## src/inc/host_port_pkg.sv

```systemverilog
/*
  constants, reset values and enumerations for the host bus, reset and clock port.
  assumes a single 125 MHz clock named mclk drives every user of these values.
*/
package host_port_pkg;
  // ************************************************
  // register map
  // ************************************************
  localparam logic [7:0] OFF_DIVIDER     = 8'h00;
  localparam logic [7:0] OFF_COMMAND     = 8'h03;
  localparam logic [7:0] OFF_INT_FIRST   = 8'h08;
  localparam logic [7:0] OFF_INT_ENABLE  = 8'h09;
  localparam logic [7:0] OFF_INT_STATUS  = 8'h0a;
  localparam logic [7:0] OFF_INT_LAST    = 8'h0b;
  localparam int         SOFT_RESET_POS  = 7;
  localparam logic [7:0] COMMAND_RESET   = 8'h00;
  localparam logic [3:0] DIVIDER_RESET   = 4'h0;

  // ************************************************
  // timing
  // ************************************************
  localparam int CLK_PERIOD_NS   = 8;
  localparam int WR_STROBE_NS    = 20;
  localparam int STROBE_CYCLES   = (WR_STROBE_NS + CLK_PERIOD_NS - 1) / CLK_PERIOD_NS;
  localparam int PIN_FILTER_NS   = 12;
  localparam int FILTER_CYCLES   = (PIN_FILTER_NS + CLK_PERIOD_NS - 1) / CLK_PERIOD_NS;
  localparam int OSC_WAIT_CYCLES = 8;
  localparam int SLOT_CLOCKS     = 16;

  // ************************************************
  // bus access states
  // ************************************************
  typedef enum logic [1:0] {
    ACC_IDLE  = 2'b00,
    ACC_READ  = 2'b01,
    ACC_WRITE = 2'b11
  } acc_e;
endpackage

```

## src/inc/ctl_if.sv

```systemverilog
/*
  carrier between the port core, the reset generator and the timeslot divider.
  assumes all three sit on mclk.
*/
`timescale 1ns/1ns
interface ctl_if;
  logic       soft_reset;
  logic       int_rst;
  logic       osc_run;
  logic [3:0] div_code;
  logic       ts_tick;

  modport core    (output soft_reset, output div_code, input int_rst, input osc_run, input ts_tick);
  modport rst_gen (input soft_reset, output int_rst, output osc_run);
  modport div     (input div_code, input int_rst, output ts_tick);
endinterface

```

## src/hw/host_bus_reset_clock_port.sv

```systemverilog
/*
  host side port: multiplexed 8-bit register bus, interrupt pin, reset and clock outputs.
  assumes every pin input is asynchronous to mclk and evt comes from mclk logic.
*/
// Behaviour
// - strobe mode write; no select means idle
// - read drives addressed byte in either mode
// - split-command write stores bus byte
// - select tied high still decodes by commands
// - strobe mode uses select as data strobe
// - pending enabled events pull interrupt low
// - interrupt register access releases interrupt line
// - internal reset is pin or soft bit
// - hold reset eight clocks for oscillator
// - release internal reset on a clock edge
// - clock output is uninverted oscillator copy outside internal reset
// - timeslot rate is clock over ratio times 16
// - codes 0-7 select ratios 1 to 128
// - codes 8-15 select ratios 1.5 to 192
// - address latched on falling address strobe
// - clearing one of several gives release pulse
`timescale 1ns/1ns
module host_bus_reset_clock_port #(
  parameter int EVENTS = 6
) (
  input  wire logic              mclk,
  input  wire logic              rst,
  input  wire logic [7:0]        ad_in,
  output logic      [7:0]        ad_out,
  output logic                   ad_oe_n,
  input  wire logic              ale,
  input  wire logic              rd_cmd,
  input  wire logic              wr_cmd,
  input  wire logic              cs,
  output logic                   int_out,
  output logic                   int_oe_n,
  input  wire logic              reset_pin,
  input  wire logic              osc_in,
  output logic                   osc_out,
  output logic                   clock_buffer_out,
  output logic                   timeslot_clock,
  input  wire logic [EVENTS-1:0] evt
);
  initial
  begin
    if (EVENTS < 1 || EVENTS > 8)
      $error("EVENTS must be 1 to 8");
  end

  ctl_if ctl ();

  reset_gen u_reset_gen (
    .mclk      (mclk),
    .rst       (rst),
    .reset_pin (reset_pin),
    .ctl       (ctl.rst_gen)
  );

  slot_divider u_slot_divider (
    .mclk (mclk),
    .rst  (rst),
    .ctl  (ctl.div)
  );

  // ************************************************
  // pin synchronisers
  // ************************************************
  logic [7:0] ad_s1_reg;
  logic [7:0] ad_s2_reg;
  logic [3:0] pins_s1_reg;
  logic [3:0] pins_s2_reg;
  logic       osc_s1_reg;
  logic       osc_s2_reg;
  logic       ale_d_reg;

  always_ff @(posedge mclk or posedge rst)
    if (rst)
    begin
      ad_s1_reg   <= 8'h00;
      ad_s2_reg   <= 8'h00;
      pins_s1_reg <= 4'h0;
      pins_s2_reg <= 4'h0;
      osc_s1_reg  <= 1'b0;
      osc_s2_reg  <= 1'b0;
      ale_d_reg   <= 1'b0;
    end
    else
    begin
      ad_s1_reg   <= ad_in;
      ad_s2_reg   <= ad_s1_reg;
      pins_s1_reg <= {ale, rd_cmd, wr_cmd, cs};
      pins_s2_reg <= pins_s1_reg;
      osc_s1_reg  <= osc_in;
      osc_s2_reg  <= osc_s1_reg;
      ale_d_reg   <= pins_s2_reg[3];
    end

  // ************************************************
  // access decode
  // ************************************************
  logic                     ale_s;
  logic                     rd_s;
  logic                     wr_s;
  logic                     cs_s;
  logic                     ale_fall;
  logic                     acc_rd;
  logic                     acc_wr;
  host_port_pkg::acc_e      state_reg;
  host_port_pkg::acc_e      state_next;
  logic                     wr_stb;
  logic                     int_range;
  logic                     int_access;

  assign ale_s    = pins_s2_reg[3];
  assign rd_s     = pins_s2_reg[2];
  assign wr_s     = pins_s2_reg[1];
  assign cs_s     = pins_s2_reg[0];
  assign ale_fall = ale_d_reg && !ale_s;
  // the host keeps select low across a mode change, so decode needs no mode flag
  assign acc_rd   = cs_s && !rd_s && wr_s;
  assign acc_wr   = cs_s && !wr_s;

  assign state_next = acc_rd ? host_port_pkg::ACC_READ :
                      acc_wr ? host_port_pkg::ACC_WRITE : host_port_pkg::ACC_IDLE;
  // commit at the trailing edge, when the data has stood for the whole strobe
  assign wr_stb     = (state_reg == host_port_pkg::ACC_WRITE) && (state_next != host_port_pkg::ACC_WRITE);

  logic [7:0] addr_reg;
  logic [7:0] wdata_reg;

  assign int_range  = (addr_reg >= host_port_pkg::OFF_INT_FIRST) && (addr_reg <= host_port_pkg::OFF_INT_LAST);
  assign int_access = (state_reg != host_port_pkg::ACC_IDLE) && int_range;

  always_ff @(posedge mclk or posedge rst)
    if (rst)
    begin
      state_reg <= host_port_pkg::ACC_IDLE;
      addr_reg  <= 8'h00;
      wdata_reg <= 8'h00;
    end
    else
    begin
      state_reg <= state_next;
      addr_reg  <= ale_fall ? ad_s2_reg : addr_reg;
      wdata_reg <= acc_wr ? ad_s2_reg : wdata_reg;
    end

  // ************************************************
  // registers
  // ************************************************
  logic [3:0]        div_reg;
  logic [7:0]        cmd_reg;
  logic [EVENTS-1:0] int_en_reg;
  logic [EVENTS-1:0] int_stat_reg;
  logic [EVENTS-1:0] stat_clear;
  logic [7:0]        rdata;
  logic              pending;

  assign stat_clear = (wr_stb && addr_reg == host_port_pkg::OFF_INT_STATUS) ? wdata_reg[EVENTS-1:0] : '0;
  assign pending    = |(int_stat_reg & int_en_reg);

  assign rdata = (addr_reg == host_port_pkg::OFF_DIVIDER)    ? {4'h0, div_reg} :
                 (addr_reg == host_port_pkg::OFF_COMMAND)    ? cmd_reg :
                 (addr_reg == host_port_pkg::OFF_INT_ENABLE) ? 8'(int_en_reg) :
                 (addr_reg == host_port_pkg::OFF_INT_STATUS) ? 8'(int_stat_reg) : 8'h00;

  assign ctl.soft_reset = cmd_reg[host_port_pkg::SOFT_RESET_POS];
  assign ctl.div_code   = div_reg;

  always_ff @(posedge mclk or posedge rst)
    if (rst)
    begin
      div_reg      <= host_port_pkg::DIVIDER_RESET;
      cmd_reg      <= host_port_pkg::COMMAND_RESET;
      int_en_reg   <= '0;
    end
    else if (ctl.int_rst)
    begin
      div_reg      <= host_port_pkg::DIVIDER_RESET;
      cmd_reg      <= host_port_pkg::COMMAND_RESET;
      int_en_reg   <= '0;
    end
    else
    begin
      if (wr_stb && addr_reg == host_port_pkg::OFF_DIVIDER)
        div_reg <= wdata_reg[3:0];
      if (wr_stb && addr_reg == host_port_pkg::OFF_COMMAND)
        cmd_reg <= wdata_reg;
      if (wr_stb && addr_reg == host_port_pkg::OFF_INT_ENABLE)
        int_en_reg <= wdata_reg[EVENTS-1:0];
    end

  // ************************************************
  // status bits
  // ************************************************
  // a new event in the clearing cycle survives
  for (genvar i = 0; i < EVENTS; i++)
  begin : g_stat
    always_ff @(posedge mclk or posedge rst)
      if (rst)
        int_stat_reg[i] <= 1'b0;
      else if (ctl.int_rst)
        int_stat_reg[i] <= 1'b0;
      else
        int_stat_reg[i] <= (int_stat_reg[i] && !stat_clear[i]) || evt[i];
  end

  // ************************************************
  // interrupt line
  // ************************************************
  logic [1:0] rel_reg;

  always_ff @(posedge mclk or posedge rst)
    if (rst)
    begin
      rel_reg  <= 2'h0;
      int_oe_n <= 1'b1;
    end
    else
    begin
      rel_reg  <= int_access ? 2'(host_port_pkg::STROBE_CYCLES) : (rel_reg != 2'h0 ? rel_reg - 2'h1 : 2'h0);
      int_oe_n <= !(pending && rel_reg == 2'h0 && !int_access) || ctl.int_rst;
    end

  assign int_out = 1'b0;

  // ************************************************
  // bus drive and clock outputs
  // ************************************************
  always_ff @(posedge mclk or posedge rst)
    if (rst)
    begin
      ad_out           <= 8'h00;
      ad_oe_n          <= 1'b1;
      osc_out          <= 1'b0;
      clock_buffer_out <= 1'b0;
      timeslot_clock   <= 1'b0;
    end
    else
    begin
      ad_out           <= rdata;
      ad_oe_n          <= !acc_rd;
      osc_out          <= ctl.osc_run && !osc_s2_reg;
      clock_buffer_out <= osc_s2_reg && !ctl.int_rst;
      timeslot_clock   <= ctl.ts_tick;
    end

  // ************************************************
  // checks
  // ************************************************
  a_read_drive: assert property (@(posedge mclk) disable iff (rst) acc_rd |=> !ad_oe_n && ad_out == $past(rdata))
    else $error("read access did not drive the bus");
  a_bus_float: assert property (@(posedge mclk) disable iff (rst) !acc_rd |=> ad_oe_n)
    else $error("bus driven outside a read");
  a_no_access: assert property (@(posedge mclk) disable iff (rst)
    (!cs_s || (rd_s && wr_s)) |=> state_reg == host_port_pkg::ACC_IDLE)
    else $error("access decoded while idle");
  a_divider_write: assert property (@(posedge mclk) disable iff (rst || ctl.int_rst)
    wr_stb && addr_reg == host_port_pkg::OFF_DIVIDER |=> div_reg == $past(wdata_reg[3:0]))
    else $error("divider write lost");
  a_strobe_write: assert property (@(posedge mclk) disable iff (rst)
    cs_s && !rd_s && !wr_s ##1 !cs_s |-> state_reg == host_port_pkg::ACC_WRITE && wr_stb)
    else $error("strobe mode write not committed");
  a_split_write: assert property (@(posedge mclk) disable iff (rst)
    cs_s && rd_s && !wr_s ##1 cs_s && rd_s && wr_s |-> wr_stb)
    else $error("split mode write not committed");
  a_addr_latch: assert property (@(posedge mclk) disable iff (rst) ale_fall |=> addr_reg == $past(ad_s2_reg))
    else $error("address not latched on strobe fall");
  a_int_release: assert property (@(posedge mclk) disable iff (rst) int_access |=> int_oe_n)
    else $error("interrupt held during interrupt register access");
  a_int_pulse: assert property (@(posedge mclk) disable iff (rst) $fell(int_access) |=> int_oe_n[*3])
    else $error("interrupt release pulse too short");
  a_int_assert: assert property (@(posedge mclk) disable iff (rst || ctl.int_rst)
    pending && rel_reg == 2'h0 && !int_access |=> !int_oe_n)
    else $error("pending interrupt not signalled");
  a_status_set: assert property (@(posedge mclk) disable iff (rst || ctl.int_rst)
    |evt |=> (int_stat_reg & $past(evt)) == $past(evt))
    else $error("event lost from status");
  a_soft_reset: assert property (@(posedge mclk) disable iff (rst)
    cmd_reg[host_port_pkg::SOFT_RESET_POS] |=> ##1 ctl.int_rst)
    else $error("soft reset bit ignored");
  a_reset_clear: assert property (@(posedge mclk) disable iff (rst)
    ctl.int_rst |=> div_reg == host_port_pkg::DIVIDER_RESET && cmd_reg == host_port_pkg::COMMAND_RESET)
    else $error("registers not cleared by internal reset");
  a_osc_enable: assert property (@(posedge mclk) disable iff (rst)
    ctl.int_rst |=> osc_out == !$past(osc_s2_reg))
    else $error("oscillator not enabled during reset");
  a_clock_copy: assert property (@(posedge mclk) disable iff (rst)
    !ctl.int_rst |=> clock_buffer_out == $past(osc_s2_reg))
    else $error("clock output does not follow the oscillator");
  a_tick_out: assert property (@(posedge mclk) disable iff (rst)
    ctl.ts_tick |=> timeslot_clock)
    else $error("timeslot tick not passed to the output");
endmodule

```

## src/hw/reset_gen.sv

```systemverilog
/*
  internal reset: filtered pin reset or'd with the software bit, held for the oscillator wait.
  assumes reset_pin is asynchronous to mclk and soft_reset comes from mclk logic.
*/
`timescale 1ns/1ns
module reset_gen (
  input  wire logic mclk,
  input  wire logic rst,
  input  wire logic reset_pin,
  ctl_if.rst_gen    ctl
);
  logic       pin_s1_reg;
  logic       pin_s2_reg;
  logic [1:0] filt_reg;
  logic [3:0] wait_reg;
  logic       rst_req;
  logic       pin_ok;

  // ************************************************
  // filter and hold
  // ************************************************
  // pulses shorter than the filter never reach the chip
  assign pin_ok  = pin_s2_reg && (filt_reg == 2'(host_port_pkg::FILTER_CYCLES - 1));
  assign rst_req = pin_ok || ctl.soft_reset;

  always_ff @(posedge mclk or posedge rst)
    if (rst)
    begin
      pin_s1_reg <= 1'b0;
      pin_s2_reg <= 1'b0;
      filt_reg   <= 2'h0;
    end
    else
    begin
      pin_s1_reg <= reset_pin;
      pin_s2_reg <= pin_s1_reg;
      filt_reg   <= !pin_s2_reg ? 2'h0 : (pin_ok ? filt_reg : filt_reg + 2'h1);
    end

  // release only on a clock edge, so a dead clock keeps the chip in reset
  always_ff @(posedge mclk or posedge rst)
    if (rst)
    begin
      wait_reg    <= 4'(host_port_pkg::OSC_WAIT_CYCLES);
      ctl.int_rst <= 1'b1;
      ctl.osc_run <= 1'b1;
    end
    else
    begin
      wait_reg    <= rst_req ? 4'(host_port_pkg::OSC_WAIT_CYCLES) :
                     (wait_reg != 4'h0 ? wait_reg - 4'h1 : 4'h0);
      ctl.int_rst <= rst_req || (wait_reg != 4'h0);
      ctl.osc_run <= ctl.osc_run || ctl.int_rst;
    end

  a_osc_wait_hold: assert property (@(posedge mclk) disable iff (rst) rst_req |=> ctl.int_rst[*8])
    else $error("internal reset released before oscillator wait");
  a_sync_release: assert property (@(posedge mclk) disable iff (rst)
    $fell(ctl.int_rst) |-> $past(wait_reg, 2) == 4'h1 && !$past(rst_req))
    else $error("internal reset released early");
endmodule

```

## src/hw/slot_divider.sv

```systemverilog
/*
  timeslot tick generator: one mclk pulse every ratio times sixteen clocks.
  assumes the divider code is stable between writes and mclk is the oscillator clock.
*/
`timescale 1ns/1ns
module slot_divider (
  input  wire logic mclk,
  input  wire logic rst,
  ctl_if.div        ctl
);
  // counting in half clocks keeps the 1.5 ratios exact
  localparam logic [13:0] BASE_INT  = 14'(host_port_pkg::SLOT_CLOCKS * 2);
  localparam logic [13:0] BASE_FRAC = 14'(host_port_pkg::SLOT_CLOCKS * 3);

  logic [13:0] period_half;
  logic [13:0] acc_reg;
  logic [13:0] acc_sum;
  logic        wrap;

  assign period_half = (ctl.div_code[3] ? BASE_FRAC : BASE_INT) << ctl.div_code[2:0];
  assign acc_sum     = acc_reg + 14'h2;
  assign wrap        = acc_sum >= period_half;

  // ************************************************
  // tick
  // ************************************************
  always_ff @(posedge mclk or posedge rst)
    if (rst)
    begin
      acc_reg     <= 14'h0;
      ctl.ts_tick <= 1'b0;
    end
    else if (ctl.int_rst)
    begin
      acc_reg     <= 14'h0;
      ctl.ts_tick <= 1'b0;
    end
    else
    begin
      // restart at zero on a tick, so a smaller code never bunches ticks
      acc_reg     <= wrap ? 14'h0 : acc_sum;
      ctl.ts_tick <= wrap;
    end

  a_tick_spacing: assert property (@(posedge mclk) disable iff (rst || ctl.int_rst)
    ctl.ts_tick |=> !ctl.ts_tick[*8])
    else $error("timeslot ticks too close");
endmodule

```

## config.mk

```make
export PLATFORM = sky130hd
export DESIGN_NAME = host_bus_reset_clock_port
export DESIGN_NICKNAME = d
export VERILOG_FILES = /design/src/inc/host_port_pkg.sv /design/src/inc/ctl_if.sv /design/src/hw/host_bus_reset_clock_port.sv /design/src/hw/reset_gen.sv /design/src/hw/slot_divider.sv
export SDC_FILE = /design/constraint.sdc
export NUM_CORES = 1
export LEC_CHECK = 0
export ABC_CLOCK_PERIOD_IN_PS = 3000
export BUFFER_PORTS_ARGS = -buffer_cell sky130_fd_sc_hd__buf_2
export CORE_ASPECT_RATIO = 1.25
export CORE_MARGIN = 2
export CORE_UTILIZATION = 53
export CTS_CLUSTER_SIZE = 24
export DETAILED_ROUTE_END_ITERATION = 7
export MAX_ROUTING_LAYER = met4
export PLACE_DENSITY = 0.84
export SYNTH_ARGS = -nofsm -noshare
export SYNTH_HDL_FRONTEND = slang
export SYNTH_SLANG_ARGS = --single-unit
export TNS_END_PERCENT = 50
```

## constraint.sdc

```tcl
create_clock -name mclk -period 3 [get_ports mclk]
set_input_delay 0.15 -clock mclk [delete_from_list [all_inputs] [get_ports mclk]]
set_output_delay 0.15 -clock mclk [all_outputs]
set_load 0.02 [all_outputs]
```

== Yosys cells after proc, flatten, opt, wreduce, memory -nomap -nowiden ==
Index checks and enable logic that the tools add are counted.

* Logic and storage cells: 134
* Bits in registers: 109
* Output and inout port bits: 14

* Add/sub/neg operators: 4
* Muxes and demuxes: 29
* Bitwise logic cells: 1
* Reduce and logical (&&, ||, !) cells: 55
* Shift operators: 1
* Order comparisons: 3
* Equality and inequality tests: 7

{| class="wikitable"
|+ Operators with widths
! cell !! count
|-
| 8-bit two-way mux || 4
|-
| 6-bit two-way mux || 5
|-
| 14-bit two-way mux || 2
|-
| 1-bit logical AND || 22
|-
| 8-bit by 4-bit equality test with 1-bit output (second input constant) || 2
|-
| 4-bit two-way mux || 4
|-
| 14-bit by 2-bit adder with 14-bit output (second input constant) || 1
|-
| 14-bit >= comparator || 1
|-
| 1-bit logical NOT || 14
|-
| 14-bit by 3-bit left shift with 14-bit output || 1
|-
| 2-bit two-way mux || 6
|-
| 1-bit logical OR || 10
|-
| 2-bit nonzero test || 5
|-
| 8-bit by 2-bit equality test with 1-bit output (second input constant) || 1
|-
| 8-bit by 4-bit >= comparator with 1-bit output (second input constant) || 1
|-
| 8-bit by 4-bit <= comparator with 1-bit output (second input constant) || 1
|-
| 8-bit logical NOT || 1
|-
| 1-bit two-way mux || 7
|-
| 6-bit AND || 1
|-
| 6-bit OR reduction || 1
|-
| 5-bit two-way mux || 1
|-
| 2-bit != test (second input constant) || 2
|-
| 4-bit nonzero test || 1
|-
| 4-bit by 1-bit subtractor with 4-bit output (second input constant) || 1
|-
| other kinds (5) || 5
|}

== Logic depth before layout (Yosys ltp) ==
* Word-level depth: 12
* Gate-level depth with buffers: 10
* Gate-level depth less buffers: 9

== Modules after synthesis ==
Synthesis repeated with hierarchy kept, for this count alone.

* Cell total of the unflattened synthesis: 368
* Area, all modules: 4446.8 µm²

{| class="wikitable"
|+ By module, submodules not included
! module !! area an instance (µm²) !! seq. area each (µm²) !! times used !! cells an instance
|-
| host_bus_reset_clock_port || 3079.2 || 2104.5 || 1 || 237
|-
| slot_divider || 960.9 || 350.3 || 1 || 97
|-
| reset_gen || 406.6 || 254.0 || 1 || 34
|}

== Worst setup path after synthesis ==
OpenSTA, ideal clock, no wires.

* Path type: reg2reg
* Start point: reg u_slot_divider.acc_reg[1]
* End point: reg u_slot_divider.acc_reg[3]
* Setup slack: 0.617 ns
* Stages on the path, launching flop included: 11
* Data required time: 2.914 ns
* Arrival: 2.296 ns
* Cells stage by stage: dfrtp_1 > ha_1 > nand2_1 > nor3_1 > xor2_1 > ha_1 > a211oi_1 > o211ai_1 > o221a_2 > clkbuf_1 > nor3_1

* Cells in the longest elaborated chain, start to end: 4

{| class="wikitable"
|+ Ends and longest elaborated chain
! what !! RTL line !! RTL
|-
| start, declared || slot_divider.sv:16 || <nowiki>logic [13:0] acc_reg;</nowiki>
|-
| start signal, assigned || slot_divider.sv:41 || <nowiki>acc_reg <= wrap ? 14'h0 : acc_sum;</nowiki>
|-
| 14-bit by 2-bit adder with 14-bit output (*) || slot_divider.sv:21 || <nowiki>assign acc_sum = acc_reg + 14'h2;</nowiki>
|-
| 14-bit >= comparator || slot_divider.sv:22 || <nowiki>assign wrap = acc_sum >= period_half;</nowiki>
|-
| 14-bit two-way mux (*) || slot_divider.sv:41 ||
|-
| 14-bit two-way mux (*) || slot_divider.sv:33 || <nowiki>else if (ctl.int_rst)</nowiki>
|}

Every way passes the cells marked *; elsewhere a longest branch is shown, timed or not.
A chain may end at the register's enable or synchronous reset.

== Final worst setup path ==
* Start point: reg u_slot_divider.acc_reg[1]
* End point: reg u_slot_divider.ctl.ts_tick

* Cells in the longest elaborated chain, start to end: 3

{| class="wikitable"
|+ Ends and longest elaborated chain
! what !! RTL line !! RTL
|-
| 14-bit by 2-bit adder with 14-bit output || slot_divider.sv:21 ||
|-
| 14-bit >= comparator || slot_divider.sv:22 ||
|-
| 1-bit two-way mux || slot_divider.sv:33 ||
|-
| end signal, assigned || slot_divider.sv:42 || <nowiki>ctl.ts_tick <= wrap;</nowiki>
|-
| end, declared || ctl_if.sv:15 || <nowiki>modport div (input div_code, input int_rst, output ts_tick);</nowiki>
|}

No other way between the ends.

==> impl_metrics.csv <==
group,metric,value,unit
sta,hold_viol,0,
die,die_area,9183,sq um
synth,synth-seq-cells,108,
synth,ys_seq_area_share,60.64,%
sta,setup_tns,0,ps
sta,max-slew-margin-rel,42.71,%
route,drcViolationCount,0,
synth,yosys-top-cells-area,"dfrtp_1, mux2_2, ha_1",
route,wl_per_cell,15.47,um
layout,drive_gt1_share,20.09,%
layout,nets,453,
setup_path,crit_start,"u_slot_divider.acc_reg[1]$_DFF_PP0_",
place,gp_congestion,0.8649,
sta,fin_ws,315.1,ps
synth,ys_types,46,
clock_tree,clk_latency,370,ps
synth,yosysTopAreaCell,"dfrtp_1",
clock_tree,clk_pin_slew,100,ps
route,finalWirelength,8.046,mm
die,core_region_area,8194,sq um
sta,worstMarginPinSlew,853.6,ps
power_and_ir_drop,power_density,591.3,nW/um^2
clock_tree,htreeDepth,3,
min_path,hold_start,"evt[3]",
setup_path,r2r_start,"u_slot_divider.acc_reg[1]$_DFF_PP0_",
outcome,status,"finished, final reports clean",
sta,period_minus_slack,2685,ps
synth,yosys_warnings,0,
route,antenna_left,0,
power_and_ir_drop,p_leak,2.251,nW
sta,finalSetupViolations,0,
grt,grt_use_total,19.73,%
grt,grt_overflow,0,
synth,synth_area_per_cell,12.14,sq um
grt,grt_pass1_vias,2876,
grt,grt_max_degree,63,
grt,antenna_found_initial,0,
setup_path,required,3260,ps
clock_tree,cts_max_path_buffers,2,
place,dp_hpwl,5.675,mm
grt,grt_pass1_wl,13.72,mm
die,initial_core_util,54.51,%
synth,synth_edf_count,0,
route,vias,2907,
synth,synthArstFlopShare,100.0,%
min_path,worstHoldPathType,"input port to register",
sta,period_share,89.50,%
die,die_y,106.6,um
setup_path,arrival,2950,ps
layout,area_growth,14.01,%
route,drtPass1Iterations,4,
route,drt_iter0_markers,209,
layout,largest_reg_flops,13,
clock_tree,cts.sinks,108,
setup_path,worstPathMaxFanout,13,
synth,yosys-top-cells-count,"dfrtp_1, nor2_1, nand2_1, inv_1",
sta,fin_skew,7.300,ps
sta,fmax,0.3725,GHz
synth,syn_inst,368,
sta,drv_slew,0,
power_and_ir_drop,irDropWorstVdd,0.0004508,V
sta,rsz0062_at_grt,"false",
synth,synth.most_common_cell,"dfrtp_1",
die,rows,37,
synth,syn_area,4467,sq um
synth,synth_top_area_share,57.70,%
place,portBuffers,34,
route,post_drt_via_cell_ratio,5.590,
setup_path,crit_type,"register to register",
run,cap_violations,0,
clock_tree,cts_buffers,9,
setup_path,endpoint_kind,"register",
place,post-place-ws,335.7,ps
synth,ys.flop_type,"dfrtp_1",
die,die_x,86.11,um
clock_tree,cts_tree,"yes",
layout,diodes,0,
die,pin_count,36,
clock_tree,clock-root-buffer,"clkbuf_8",
setup_path,crit_path_start_kind,"register",
[layer usage]
layer	vias to the layer above	GRT usage [%]	routed length, um
met5	-	-	0
met1	1426	25.95	3512
li1	1395	-	-
met4	0	7.143	152
met3	16	4.003	304
met2	70	30.68	4077
[cells by family after synthesis]
logic type	count (synthesis)	share of synthesized area, %
and+or+nand+nor	118	15.41
DFF	108	60.64
AOI/OAI and AO/OA	58	8.600
buffers and inverters	31	2.857
muxes	28	6.695
adders and majority gates	12	3.361
xor gates and xnor gates	12	2.353
other	1	0.08395
[critical path, cell delays in order (launching register included)]
cell and delay (ps):
dfrtp_1 390, ha_1 220, nand2_1 150, nor3_1 270, xor2_1 220, ha_1 290, a211oi_1 260, o211ai_1 130
o221a_2 370, o31a_1 300
[timing repair]
action	CTS	global route
hold buffers	15	0
endpoints found under the setup margin	0	0
hold endpoints to repair	73	0
setup buffers	0	0
gates resized for setup	0	0
[placed cells by master (no fill, tap or decap), types with 5 or more instances in the layout]
master and count:
nor3b_1 10, mux2_2 15, buf_2 34, nor2_1 27
a22oi_1 12, dlygate4sd3_1 15, o21ai_0 13, ha_1 12
nand2_1 20, clkbuf_8 10, dfstp_2 5, a21oi_1 12
nand3_1 15, dfrtp_1 103, nor3_1 8, inv_1 16
a311oi_1 6, nor2b_1 8, mux2i_1 13, xnor2_1 7
xor2_1 5
[power by group]
group	switching (mW)	internal, mW	leakage [nW]	total [mW]
clock network	0.479	0.409	0.0963	0.888
registers	0.105	1.60	1.37	1.70
logic	0.246	0.176	0.782	0.422
total	0.830	2.18	2.25	3.01
[cell type report]
class / count / area (sq um)
flip-flops and latches: 108 / 2709
repair buffers: 53 / 362.8
fillers: 625 / 3102
clock inverters: 5 / 61.31
inverters: 17 / 66.31
multi-input cells: 230 / 1634
clock buffers: 10 / 137.6
well taps: 97 / 121.4
[metrics by stage]
step	cell area, sq um	instances	hold WS (ps)	utilization (%)	total power, mW
floorplan	4471	369	181.4	-	2.010
global placement	4743	490	257.4	57.89	2.111
detailed placement	4743	490	259.3	57.89	2.141
CTS	5092	520	19.98	62.15	3.038
global route	5092	520	41.61	62.15	3.174
finish	5092	520	32.99	62.15	3.011
[path summary, 6_finish.rpt]
check	end	slack (ps)	depth (start not counted)
max in group asynchronous	ad_oe_n$_DFF_PP1_	1790	4
hold / removal	int_stat_reg[3]$_DFF_PP0_	30	3
hold reg to reg	ad_s2_reg[1]$_DFF_PP0_	360	0
setup reg to reg	u_slot_divider.ctl.ts_tick$_DFF_PP0_	320	9
setup / recovery	u_slot_divider.ctl.ts_tick$_DFF_PP0_	320	9
min in group asynchronous	pins_s2_reg[3]$_DFF_PP0_	460	3
Note: power is estimated with default switching activity, not from simulation.
